[config.mk]
export PLATFORM = sky130hd
export DESIGN_NAME = mcx_exec
export DESIGN_NICKNAME = d
export VERILOG_FILES = /design/src/design/mcx_exec.v
export VERILOG_INCLUDE_DIRS = /design/src /design/src/design
export SDC_FILE = /design/constraint.sdc
export NUM_CORES = 1
export LEC_CHECK = 0
export BUFFER_PORTS_ARGS = -buffer_cell sky130_fd_sc_hd__clkbuf_2
export CAP_MARGIN = 20
export CORE_UTILIZATION = 30
export DETAILED_ROUTE_END_ITERATION = 12
export SLEW_MARGIN = 20
export SYNTH_ARGS = -nofsm -noshare
export SYNTH_HDL_FRONTEND = slang
export SYNTH_SLANG_ARGS = --single-unit
[constraint.sdc]
create_clock -name core_clk_i -period 6.37 [get_ports core_clk_i]
set_input_delay 0.637 -clock core_clk_i [delete_from_list [all_inputs] [get_ports core_clk_i]]
set_output_delay 0.637 -clock core_clk_i [all_outputs]
set_load 0.02 [all_outputs]
[src/design/mcx_exec_map.vh]
/*
  Constants for the core execution unit: data space locations of the
  pointer and short registers, opcode field codes, instruction classes,
  cycle counts and reset values.
  Assumes it is included by bare name from the design file.
*/
`ifndef MCX_EXEC_MAP_VH
`define MCX_EXEC_MAP_VH

// ==========================================================
// data space locations
`define MCX_ADDR_PTR_X 8'h80
`define MCX_ADDR_PTR_Y 8'h81
`define MCX_ADDR_SHORT_V 8'h82
`define MCX_ADDR_SHORT_W 8'h83

// ==========================================================
// opcode low nibble codes
`define MCX_LO_CALL 4'h1
`define MCX_LO_JUMP 4'h9
`define MCX_LO_BTST 4'h3
`define MCX_LO_BSET 4'hb
`define MCX_LO_IND 4'h7
`define MCX_LO_DIR 4'hf
`define MCX_LO_SHORT 4'h5
`define MCX_LO_INH 4'hd

// ==========================================================
// instruction classes
`define MCX_CLS_NOP 4'h0
`define MCX_CLS_BR 4'h1
`define MCX_CLS_CALL 4'h2
`define MCX_CLS_JUMP 4'h3
`define MCX_CLS_BTST 4'h4
`define MCX_CLS_BSET 4'h5
`define MCX_CLS_IND 4'h6
`define MCX_CLS_DIR 4'h7
`define MCX_CLS_IMM 4'h8
`define MCX_CLS_SHORT 4'h9
`define MCX_CLS_INH 4'ha

// ==========================================================
// arithmetic kinds in opcode bits 7..5
`define MCX_K_ADD 3'h0
`define MCX_K_AND 3'h1
`define MCX_K_CP 3'h2
`define MCX_K_SUB 3'h3
`define MCX_K_INC 3'h4
`define MCX_K_DEC 3'h5
`define MCX_K_CLR 3'h6

// inherent codes in opcode bits 7..4
`define MCX_I_COM 4'h0
`define MCX_I_RLC 4'h1
`define MCX_I_SLA 4'h2
`define MCX_I_CLRA 4'h3
`define MCX_I_RET 4'h5
`define MCX_I_RETURN_FROM_INTERRUPT 4'h6
`define MCX_I_STOP 4'h7
`define MCX_I_WAIT 4'h8

// ==========================================================
// cycle counts per instruction
`define MCX_LEN_ALU 3'h4
`define MCX_LEN_SHORT 3'h2
`define MCX_LEN_BTST 3'h5
`define MCX_LEN_JUMP 3'h4

// ==========================================================
// stack and reset values
`define MCX_STACK_DEPTH 3'h6
`define MCX_STACK_TOP 3'h5
`define MCX_RESET_PC 12'h000

`endif

[src/design/mcx_exec.v]
/*
  Execution unit of the 8-bit core for everything but load and store:
  arithmetic and logic, relative branches, bit test and branch, bit set
  and clear, long jump and call, and control instructions.
  Assumes program memory and data space answer combinationally to the
  registered addresses, and that wake and watchdog select come from logic
  on the same clock.
*/
// How it works
// RQ1: add/and/compare/subtract use accumulator plus memory/immediate
// RQ2: clear/inc/dec reach all 256 data addresses
// RQ3: complement, rotate, shift work on accumulator only
// RQ4: short branch displacement 5-bit, -15 to +16
// RQ5: branch only when carry/zero condition holds
// RQ6: bit branch on clear/set, 8-bit displacement
// RQ7: three opcode bits select the bit
// RQ8: bit set/clear changes one bit only
// RQ9: jump/call carry 12-bit target, call pushes return
// RQ10: stop becomes wait when watchdog selected
// RQ11: immediate byte comes from program memory
// RQ12: two pointer and two short registers
// RQ13: tested bit copied into carry always
// RQ14: pointers and short registers at 80h-83h
// RQ15: opcode bit 4 picks the pointer
// RQ16: 4, 2 or 5 cycles per instruction
// RQ17: flags changed only where the tables say
`timescale 1ns/100ps
`include "mcx_exec_map.vh"

module mcx_exec (
  input wire core_clk_i,
  input wire reset_i,
  input wire [7:0] pm_data_i,
  input wire [7:0] ds_rdata_i,
  input wire wdg_sel_i,
  input wire wake_i,
  output wire [11:0] pm_addr_o,
  output wire [7:0] ds_addr_o,
  output wire [7:0] ds_wdata_o,
  output wire ds_we_o,
  output wire [7:0] acc_o,
  output wire flag_c_o,
  output wire flag_z_o,
  output wire wait_o,
  output wire stop_o
);

  // ==========================================================
  // states
  localparam [2:0] ST_FETCH = 3'b001;
  localparam [2:0] ST_RUN = 3'b010;
  localparam [2:0] ST_HALT = 3'b100;

  // ==========================================================
  // decode helpers
  // class of an opcode; used at fetch and for the length
  function [3:0] mcx_class;
    input [7:0] op;
    begin
      if (op[0] == 1'b0) begin
        mcx_class = `MCX_CLS_BR;
      end else begin
        case (op[3:0])
          `MCX_LO_CALL: mcx_class = `MCX_CLS_CALL;
          `MCX_LO_JUMP: mcx_class = `MCX_CLS_JUMP;
          `MCX_LO_BTST: mcx_class = `MCX_CLS_BTST;
          `MCX_LO_BSET: mcx_class = `MCX_CLS_BSET;
          `MCX_LO_IND: mcx_class = (op[7:5] == 3'h7) ? `MCX_CLS_NOP : `MCX_CLS_IND;
          // immediate only exists for the accumulator pair ops
          `MCX_LO_DIR: mcx_class = op[4] ? ((op[7] == 1'b0) ? `MCX_CLS_IMM : `MCX_CLS_NOP) :
            ((op[7:5] == 3'h7) ? `MCX_CLS_NOP : `MCX_CLS_DIR);
          `MCX_LO_SHORT: mcx_class = op[4] ? `MCX_CLS_SHORT : `MCX_CLS_NOP;
          `MCX_LO_INH: mcx_class = `MCX_CLS_INH;
          default: mcx_class = `MCX_CLS_NOP;
        endcase
      end
    end
  endfunction

  // total cycles of an opcode, fetch included
  function [2:0] mcx_len;
    input [7:0] op;
    reg [3:0] cls;
    begin
      cls = mcx_class(op);
      case (cls)
        `MCX_CLS_BTST: mcx_len = `MCX_LEN_BTST; // [RQ16]
        `MCX_CLS_CALL, `MCX_CLS_JUMP: mcx_len = `MCX_LEN_JUMP; // [RQ16]
        `MCX_CLS_BSET, `MCX_CLS_IND, `MCX_CLS_DIR, `MCX_CLS_IMM, `MCX_CLS_SHORT: mcx_len = `MCX_LEN_ALU;
        `MCX_CLS_INH: mcx_len = (op[7:6] == 2'h0) ? `MCX_LEN_ALU : `MCX_LEN_SHORT; // [RQ16]
        default: mcx_len = `MCX_LEN_SHORT; // [RQ16]
      endcase
    end
  endfunction

  // ==========================================================
  // state
  reg [2:0] state_q;
  reg [11:0] pc_q;
  reg [11:0] pm_addr_q;
  reg [7:0] op_q;
  reg [3:0] cls_q;
  reg [2:0] len_q;
  reg [2:0] cnt_q;
  reg [7:0] b2_q;
  reg [7:0] b3_q;
  reg [7:0] ds_addr_q;
  reg [7:0] ds_wdata_q;
  reg ds_we_q;
  reg [7:0] acc_q;
  reg c_q;
  reg z_q;
  reg wait_q;
  reg stop_q;
  reg [2:0] sp_q;
  reg [13:0] stk_q [0:5];

  // next values from the execute step
  reg [11:0] npc_d;
  reg [7:0] acc_d;
  reg c_d;
  reg z_d;
  reg we_d;
  reg [7:0] wdata_d;
  reg push_d;
  reg pop_d;
  reg halt_d;
  reg stop_d;

  wire last_w = (state_q == ST_RUN) && (cnt_q == len_q - 3'h1);
  wire [7:0] opnd_w = (cls_q == `MCX_CLS_IMM) ? b2_q : ds_rdata_i; // [RQ1] [RQ11]
  wire [8:0] sum_w = {1'b0, acc_q} + {1'b0, opnd_w};
  wire [8:0] dif_w = {1'b0, acc_q} - {1'b0, opnd_w};
  wire [7:0] mask_w = 8'h01 << op_q[7:5]; // [RQ7]
  wire [2:0] pop_idx_w = (sp_q == 3'h0) ? 3'h0 : sp_q - 3'h1;
  wire [13:0] pop_w = stk_q[pop_idx_w];
  wire [7:0] inc_w = ds_rdata_i + 8'h01;
  wire [7:0] dec_w = ds_rdata_i - 8'h01;

  // ==========================================================
  // execute: results of the instruction in its last cycle
  always @* begin
    npc_d = pc_q + 12'h001;
    acc_d = acc_q;
    c_d = c_q;
    z_d = z_q;
    we_d = 1'b0;
    wdata_d = ds_rdata_i;
    push_d = 1'b0;
    pop_d = 1'b0;
    halt_d = 1'b0;
    stop_d = 1'b0;
    case (cls_q)
      `MCX_CLS_BR: begin
        // selected condition; displacement is relative to the next byte
        if ((op_q[2:1] == 2'h0 && !z_q) || (op_q[2:1] == 2'h1 && !c_q) ||
            (op_q[2:1] == 2'h2 && z_q) || (op_q[2:1] == 2'h3 && c_q)) begin // [RQ5]
          npc_d = pc_q + 12'h001 + {{7{op_q[7]}}, op_q[7:3]}; // [RQ4]
        end
      end
      `MCX_CLS_CALL: begin
        npc_d = {op_q[7:4], b2_q}; // [RQ9]
        push_d = 1'b1; // [RQ9]
      end
      `MCX_CLS_JUMP: begin
        npc_d = {op_q[7:4], b2_q}; // [RQ9]
      end
      `MCX_CLS_BTST: begin
        c_d = ds_rdata_i[op_q[7:5]]; // [RQ13]
        npc_d = pc_q + 12'h003;
        if (ds_rdata_i[op_q[7:5]] == op_q[4]) begin // [RQ6]
          npc_d = pc_q + 12'h002 + {{4{b3_q[7]}}, b3_q}; // [RQ6]
        end
      end
      `MCX_CLS_BSET: begin
        npc_d = pc_q + 12'h002;
        we_d = 1'b1;
        wdata_d = op_q[4] ? (ds_rdata_i | mask_w) : (ds_rdata_i & ~mask_w); // [RQ8]
      end
      `MCX_CLS_IND, `MCX_CLS_DIR, `MCX_CLS_IMM: begin
        if (cls_q != `MCX_CLS_IND) begin
          npc_d = pc_q + 12'h002;
        end
        case (op_q[7:5])
          `MCX_K_ADD: begin
            acc_d = sum_w[7:0]; // [RQ1]
            c_d = sum_w[8];
            z_d = (sum_w[7:0] == 8'h00);
          end
          `MCX_K_AND: begin
            acc_d = acc_q & opnd_w; // [RQ1]
            c_d = 1'b0;
            z_d = ((acc_q & opnd_w) == 8'h00);
          end
          `MCX_K_CP, `MCX_K_SUB: begin
            // compare keeps the accumulator, only flags move
            if (op_q[7:5] == `MCX_K_SUB) begin
              acc_d = dif_w[7:0]; // [RQ1]
            end
            c_d = dif_w[8];
            z_d = (dif_w[7:0] == 8'h00);
          end
          `MCX_K_INC: begin
            we_d = 1'b1;
            wdata_d = inc_w; // [RQ2]
            z_d = (inc_w == 8'h00); // [RQ17]
          end
          `MCX_K_DEC: begin
            we_d = 1'b1;
            wdata_d = dec_w; // [RQ2]
            z_d = (dec_w == 8'h00); // [RQ17]
          end
          `MCX_K_CLR: begin
            we_d = 1'b1;
            wdata_d = 8'h00; // [RQ2]
          end
          default: begin
            we_d = 1'b0;
          end
        endcase
      end
      `MCX_CLS_SHORT: begin
        we_d = 1'b1;
        wdata_d = op_q[5] ? dec_w : inc_w;
        z_d = op_q[5] ? (dec_w == 8'h00) : (inc_w == 8'h00); // [RQ17]
      end
      `MCX_CLS_INH: begin
        case (op_q[7:4])
          `MCX_I_COM: begin
            acc_d = ~acc_q; // [RQ3]
            c_d = acc_q[7];
            z_d = (acc_q == 8'hff);
          end
          `MCX_I_RLC: begin
            acc_d = {acc_q[6:0], c_q}; // [RQ3]
            c_d = acc_q[7];
            z_d = ({acc_q[6:0], c_q} == 8'h00);
          end
          `MCX_I_SLA: begin
            acc_d = {acc_q[6:0], 1'b0}; // [RQ3]
            c_d = acc_q[7];
            z_d = (acc_q[6:0] == 7'h00);
          end
          `MCX_I_CLRA: begin
            acc_d = 8'h00;
            c_d = 1'b0;
            z_d = 1'b1;
          end
          `MCX_I_RET, `MCX_I_RETURN_FROM_INTERRUPT: begin
            pop_d = 1'b1;
            npc_d = pop_w[11:0];
            // only the interrupt return restores the saved flags
            if (op_q[7:4] == `MCX_I_RETURN_FROM_INTERRUPT) begin // [RQ17]
              c_d = pop_w[12];
              z_d = pop_w[13];
            end
          end
          `MCX_I_STOP: begin
            halt_d = 1'b1;
            stop_d = ~wdg_sel_i; // [RQ10]
          end
          `MCX_I_WAIT: begin
            halt_d = 1'b1;
          end
          default: begin
            halt_d = 1'b0;
          end
        endcase
      end
      default: begin
        npc_d = pc_q + 12'h001;
      end
    endcase
  end

  // ==========================================================
  // sequencer: fetch, operand bytes, data reads, completion
  always @(posedge core_clk_i) begin
    if (reset_i) begin
      state_q <= ST_FETCH;
      pc_q <= `MCX_RESET_PC;
      pm_addr_q <= `MCX_RESET_PC;
      op_q <= 8'h00;
      cls_q <= `MCX_CLS_NOP;
      len_q <= `MCX_LEN_SHORT;
      cnt_q <= 3'h0;
      b2_q <= 8'h00;
      b3_q <= 8'h00;
      ds_addr_q <= 8'h00;
      ds_wdata_q <= 8'h00;
      ds_we_q <= 1'b0;
      acc_q <= 8'h00;
      c_q <= 1'b0;
      z_q <= 1'b0;
      wait_q <= 1'b0;
      stop_q <= 1'b0;
      sp_q <= 3'h0;
    end else begin
      // a write lasts exactly the cycle after the last one
      ds_we_q <= 1'b0;
      case (state_q)
        ST_FETCH: begin
          op_q <= pm_data_i;
          cls_q <= mcx_class(pm_data_i);
          len_q <= mcx_len(pm_data_i);
          cnt_q <= 3'h1;
          pm_addr_q <= pc_q + 12'h001;
          state_q <= ST_RUN;
        end
        ST_RUN: begin
          cnt_q <= cnt_q + 3'h1;
          if (cnt_q == 3'h1) begin
            b2_q <= pm_data_i; // [RQ11]
            pm_addr_q <= pc_q + 12'h002;
            if (cls_q == `MCX_CLS_IND) begin
              ds_addr_q <= op_q[4] ? `MCX_ADDR_PTR_Y : `MCX_ADDR_PTR_X; // [RQ15] [RQ12] [RQ14]
            end else if (cls_q == `MCX_CLS_SHORT) begin
              ds_addr_q <= `MCX_ADDR_PTR_X + {6'h00, op_q[7:6]}; // [RQ12] [RQ14]
            end else begin
              ds_addr_q <= pm_data_i; // [RQ2]
            end
          end
          if (cnt_q == 3'h2) begin
            b3_q <= pm_data_i;
            // pointer contents become the operand address
            if (cls_q == `MCX_CLS_IND) begin
              ds_addr_q <= ds_rdata_i; // [RQ12]
            end
          end
          if (last_w) begin
            pc_q <= npc_d;
            pm_addr_q <= npc_d;
            acc_q <= acc_d;
            c_q <= c_d; // [RQ17]
            z_q <= z_d; // [RQ17]
            ds_we_q <= we_d;
            ds_wdata_q <= wdata_d;
            if (push_d && sp_q != `MCX_STACK_DEPTH) begin
              sp_q <= sp_q + 3'h1;
            end
            if (pop_d && sp_q != 3'h0) begin
              sp_q <= sp_q - 3'h1;
            end
            wait_q <= halt_d & ~stop_d; // [RQ10]
            stop_q <= stop_d;
            state_q <= halt_d ? ST_HALT : ST_FETCH;
          end
        end
        ST_HALT: begin
          if (wake_i) begin
            wait_q <= 1'b0;
            stop_q <= 1'b0;
            state_q <= ST_FETCH;
          end
        end
        default: begin
          state_q <= ST_FETCH;
        end
      endcase
    end
  end

  // ==========================================================
  // return stack; a full stack overwrites its top entry
  always @(posedge core_clk_i) begin
    if (!reset_i && last_w && push_d) begin
      stk_q[(sp_q == `MCX_STACK_DEPTH) ? `MCX_STACK_TOP : sp_q] <= {z_q, c_q, pc_q + 12'h002}; // [RQ9]
    end
  end

  // outputs straight from flops
  assign pm_addr_o = pm_addr_q;
  assign ds_addr_o = ds_addr_q;
  assign ds_wdata_o = ds_wdata_q;
  assign ds_we_o = ds_we_q;
  assign acc_o = acc_q;
  assign flag_c_o = c_q;
  assign flag_z_o = z_q;
  assign wait_o = wait_q;
  assign stop_o = stop_q;

endmodule // mcx_exec

# Word level (Yosys, flattened, before mapping)
# Memories as Yosys holds them, arrays and structs flattened.
# Cells that the tools add are included.
[word_totals]
mem_count = 1
mem_bits_rw = 84
regBits = 93
output_inout_bits = 41
[op_classes]
reduce_logical = 54
eq_ne = 65
n_addsub = 14
n_mux = 70
order_cmp = 1
bitwise_logic = 10
shift = 1
[mem_list]
columns = ["name", "depth", "width", "read_ports", "rd_clocked_by_memory_dff", "wr", "line", "text"]
rows = [
  ["stk_q", 6, 14, 1, 0, 1, "mcx_exec.v:116", "reg [13:0] stk_q [0:5];"],
]
[ops]
columns = ["op", "count"]
rows = [
  ["2-to-1 mux 12 bit", 6],
  ["2-to-1 mux 8 bit", 9],
  ["case mux 12 bit (6 select lines)", 1],
  ["case mux 8 bit (3 select lines)", 3],
  ["equality test 4 x 3 -> 1 bit, second input constant", 13],
  ["zero test 8 bit", 6],
  ["equality test 4 bit, second input constant", 11],
  ["case mux 4 bit (8 select lines)", 1],
  ["case mux 8 bit (4 select lines)", 1],
  ["2-to-1 mux 3 bit", 10],
  ["equality test 4 x 2 -> 1 bit, second input constant", 7],
  ["adder 12 bit", 2],
  ["adder 12 x 2 -> 12 bit, second input constant", 2],
  ["2-to-1 mux 4 bit", 6],
  ["case mux 12 bit (2 select lines)", 1],
  ["equality test 3 bit, second input constant", 6],
  ["2-to-1 mux 1 bit", 18],
  ["case mux 3 bit (3 select lines)", 2],
  ["AND reduction 6 bit", 3],
  ["bitwise AND 8 bit", 2],
  ["inverter 8 bit", 2],
  ["case mux 8 bit (2 select lines)", 1],
  ["adder 12 x 1 -> 12 bit, second input constant", 1],
  ["equality test 3 x 2 -> 1 bit, second input constant", 4],
  ["other kinds (45)", 97],
]

# Depth between registers and ports, before layout
[depth]
ltp_word = 10
mapped_depth = 16
ltp_nobuf = 14

# Least setup slack after synthesis
# Ideal clock, no wire load.
[synth_path]
path_type = "flip-flop to flip-flop"
from = "register len_q[0]"
to = "memory stk_q[4][0] (enable)"
synth_period_minus_slack_ns = 3.824
path_stages_with_launch = 10
setup_time_ns = 0.421
arrival_time_ns = 3.403
slack_ns = 2.546
t_required_ns = 5.949
path_cell_list = "dfxtp_1 inv_1 ha_1 xor2_1 and3_1 nand2_1 or2_1 clkbuf_1 or4_1 nor4_1"
[synth_via]
elab_chain_len = 7
[synth_rtl]
columns = ["element", "line", "text"]
rows = [
  ["from (decl)", "mcx_exec.v:103", "reg [2:0] len_q;"],
  ["from (signal assigned)", "mcx_exec.v:285", "len_q <= `MCX_LEN_SHORT;"],
  ["from (signal assigned)", "mcx_exec.v:305", "len_q <= mcx_len(pm_data_i);"],
  ["subtractor 3 x 1 -> 3 bit", "mcx_exec.v:130", "wire last_w = (state_q == ST_RUN) && (cnt_q == len_q - 3'h1);"],
  ["equality test 3 bit", "mcx_exec.v:130", ""],
  ["logical AND 1 bit", "mcx_exec.v:130", ""],
  ["logical AND 1 bit (2 in series)", "mcx_exec.v:366", "if (!reset_i && last_w && push_d) begin"],
  ["2-to-1 mux 1 bit", "mcx_exec.v:366", ""],
  ["2-to-1 mux 1 bit", "mcx_exec.v:367", "stk_q[(sp_q == `MCX_STACK_DEPTH) ? `MCX_STACK_TOP : sp_q] <= {z_q, c_q, pc_q + 12'h002};"],
  ["to (decl)", "mcx_exec.v:116", ""],
]
# Every way passes these cells.

# Final worst setup path
[layout_path]
from = "register sp_q[0]"
to = "register pm_addr_q[1] (netlist: pm_addr_o[1])"
[layout_via]
elab_chain_len = 7
word_cells_on_any_way = 8
[layout_rtl]
columns = ["element", "line", "text"]
rows = [
  ["from (decl)", "mcx_exec.v:115", "reg [2:0] sp_q;"],
  ["from (signal assigned)", "mcx_exec.v:339", "sp_q <= sp_q + 3'h1;"],
  ["from (signal assigned)", "mcx_exec.v:342", "sp_q <= sp_q - 3'h1;"],
  ["subtractor 3 x 1 -> 3 bit / zero test 3 bit (equally long branches)", "mcx_exec.v:135", "wire [2:0] pop_idx_w = (sp_q == 3'h0) ? 3'h0 : sp_q - 3'h1;"],
  ["2-to-1 mux 3 bit (*)", "mcx_exec.v:135", ""],
  ["memory (6 x 14 bit) (*)", "--", ""],
  ["2-to-1 mux 12 bit (*)", "mcx_exec.v:228", "case (op_q[7:4])"],
  ["case mux 12 bit (6 select lines) (*)", "mcx_exec.v:153", "case (cls_q)"],
  ["2-to-1 mux 12 bit (*)", "mcx_exec.v:330", "if (last_w) begin"],
  ["case mux 12 bit (2 select lines) (*)", "mcx_exec.v:301", "case (state_q)"],
  ["to (signal assigned)", "mcx_exec.v:307", "pm_addr_q <= pc_q + 12'h001;"],
  ["to (signal assigned)", "mcx_exec.v:314", "pm_addr_q <= pc_q + 12'h002;"],
  ["to (signal assigned)", "mcx_exec.v:332", "pm_addr_q <= npc_d;"],
  ["to (decl)", "mcx_exec.v:100", "reg [11:0] pm_addr_q;"],
]
# Every way passes the cells marked *; elsewhere a longest branch is shown, timed or not.
# A chain may end at the register's enable or synchronous reset.

==> results.toml <==
[synthesis]
synth_edf_count = 84
yosysWarnings = 0
yosys.area_share.simple = 0.2054
synthesis.instances = 1413
synth_mux_area_frac = 0.03441
synth_top_cell_by_area = "edfxtp_1"
synth_seq_cells = 176
syn_avg_cell_area_um2 = 8.467
synthArstFlopShare = 0
syn_nets = 1493
synth_common_cells = "nand2_1 (155), nor2_1 (152), a21oi_1 (99), dfxtp_1 (92), edfxtp_1 (84)"
synthAdderAreaFrac = 0.06526
synth_top_family_by_area = "compound AO/OA/AOI/OAI gates"
ys_seq_area_frac = 0.3648
synth_top_cell_area_share = 0.2108
synth-main-ff-cell = "dfxtp_1"
post_synth_num_cell_types = 86
yosysMostFrequentCell = "nand2_1"
synth_area_mm2 = 0.01196
synth_compound_area_frac = 0.2237
synth_area_leaders = "edfxtp_1 (21%), dfxtp_1 (15%), ha_1 (5.9%)"
synth_xor_area_frac = 0.05438

[floorplanning]
fp-row-count = 72
die-area_mm2 = 0.04068
die_x_um = 201.7
fp.coreArea_mm2 = 0.03901
ioPinCount = 61
die_h_um = 201.7
initial_core_util = 0.3067

[clock_tree]
cts_buffer_depth = 2
cts_tree = "done"
clock_sinks = 176
cts-resized-gates = 0
post_cts_buffers = 0
htreeDepth = 4
cts_hold_buf = 0
cts_buffers = 17
clockRootBuffer = "clkbuf_16"
clkTransAtPathRegs_ns = 0.08
clk_latency_ns = 0.45

[status]
run_status = "complete, no violations"

[timing]
drv_slew = 0
fin_skew_ns = 0.01580
setup_viol = 0
fin_setup_tns_ns = 0
layout_min_cycle_time_ns = 4.292
hold_viol_final = 0
tightestPinTransition_ns = 1.136
relSlewSlack = 0.2372
fin_crit_sh = 0.6738
rsz0062_at_grt = "no"
fmax_mhz = 233.0

[setup_path]
required_ns = 6.65
cp_max_fo = 24
crit_type = "reg2reg"
arrival_ns = 4.58
end_kind = "flip-flop"
r2r_slack_ns = 2.08
start_kind = "flip-flop"

[power]
p_leak_nw = 4.960
p_per_area_mw_per_mm2 = 229.2
vdd_drop_max_v = 0.0001874

[detailed_routing]
drt_pre_antenna_iters = 5
drt_iter0_markers = 1066
viasPerCell = 5.641
drc_errors = 0
vias = 10950
routed_wirelength_um = 40110
wl_per_cell_um = 20.66
ant_nets = 0

[min_path]
holdCritPathClass = "reg2reg"

[place]
dp_hpwl_um = 28190
dpl-instance-area_mm2 = 0.01267
portBuffers = 60
gp_congestion = 0.9707

[global_route]
grt_max_degree = 75
grt_pass1_wl_um = 62520
grtUsageTotal = 0.1964
antenna_found_initial = 0
gr-total-overflow = 0
grt_pass1_vias = 10550

[layout]
fin_area_mm2 = 0.01329
utilization = 0.3406
drive_gt1_frac = 0.1060
final_nets = 1491
area_growth_pct = 11.04
antenna_cells = 0
fillers = 4054

[run]
maxCapViolCount = 0
power by group:
part | internal, mW | total, mW | switching [mW]
sequential | 1.21 | 1.25 | 0.0425
combinational | 0.225 | 0.685 | 0.461
clock | 0.569 | 1.11 | 0.541
sequential cells by signal, summed over array words and instances, names as in the netlist, 3 cells and up:
name	cells
acc_o	8
b2_q	8
b3_q	8
cls_q	4
cnt_q	3
ds_addr_o	8
ds_wdata_o	8
len_q	3
op_q	7
pc_q	12
pm_addr_o	12
sp_q	3
state_q	3
stk_q	84
layer usage:
| metal | up-vias | wire length (um) | track usage |
|---|---|---|---|
| li1 | 5172 | - | - |
| met1 | 5305 | 17940 | 0.2661 |
| met2 | 399 | 18790 | 0.3198 |
| met3 | 78 | 2380 | 0.02656 |
| met4 | 0 | 1006 | 0.06629 |
| met5 | - | 0 | 0 |
cell usage in the layout, fill, tap and decap left out, drive strengths merged, types with 9 or more instances in the layout:
cell type	n
a211oi	36
a21o	15
a21oi	99
a221oi	13
a22oi	13
a31oi	29
and2	15
and3	14
buf	23
clkbuf	76
dfxtp	92
edfxtp	84
ha	56
inv	60
mux2	9
mux2i	23
nand2	155
nand2b	13
nand3	40
nand3b	9
nand4	11
nor2	152
nor2b	13
nor3	56
nor4	10
o211ai	22
o21ai	59
o21bai	12
o22ai	12
o31ai	11
xnor2	38
xor2	32
critical path, stage by stage, from the launching register on:
cell,delay [ns]
dfxtp_1,0.95
inv_2,0.31
ha_1,0.31
ha_1,0.30
or2_1,0.53
a211oi_1,0.32
a31oi_1,0.07
o211a_1,0.26
a2111oi_0,0.73
a211oi_1,0.10
a21oi_1,0.16
a211oi_1,0.08
final timing paths:
| kind | from | end | cells after the start |
|---|---|---|---|
| worst min register to register | pm_addr_o[3] | pm_addr_o[3] | 2 |
| worst min-delay path | pm_addr_o[3] | pm_addr_o[3] | 2 |
| worst max register to register | sp_q[0] | pm_addr_o[1] | 11 |
| worst max-delay path | sp_q[0] | pm_addr_o[1] | 11 |
area by class of cell:
class / count / area [um^2] / share of cell area
inverter: 52 / 195.2 / 0.01469
sequential: 176 / 4364 / 0.3285
clock buffer: 17 / 425.4 / 0.03202
multi-input combinational: 1082 / 6995 / 0.5266
tap: 518 / 648.1 / 0.04879
clock inverter: 15 / 188.9 / 0.01422
timing repair buffer: 82 / 467.9 / 0.03522
logic make-up after synthesis:
logic type                 Yosys count
and+or+nand+nor                    522
AOI/OAI and AO/OA                  394
DFF                                176
buffers and inverters              155
xor gates and xnor gates            71
adders and majority gates           60
muxes                               35
stage by stage:
| step | setup slack (ns) | power [mW] | std cells | hold slack (ns) |
|---|---|---|---|---|
| 2_1_floorplan | 2.546 | 1.741 | 1413 | 0.4400 |
| 3_3_place_gp | 2.069 | 1.945 | 1910 | 0.4431 |
| 3_5_place_dp | 2.051 | 1.945 | 1910 | 0.4495 |
| 4_1_cts | 2.061 | 3.050 | 1942 | 0.4637 |
| 5_1_grt | 1.865 | 3.159 | 1942 | 0.4815 |
| 6_report | 2.078 | 3.045 | 1942 | 0.4593 |
No activity file was read; power rests on OpenSTA's default activity.
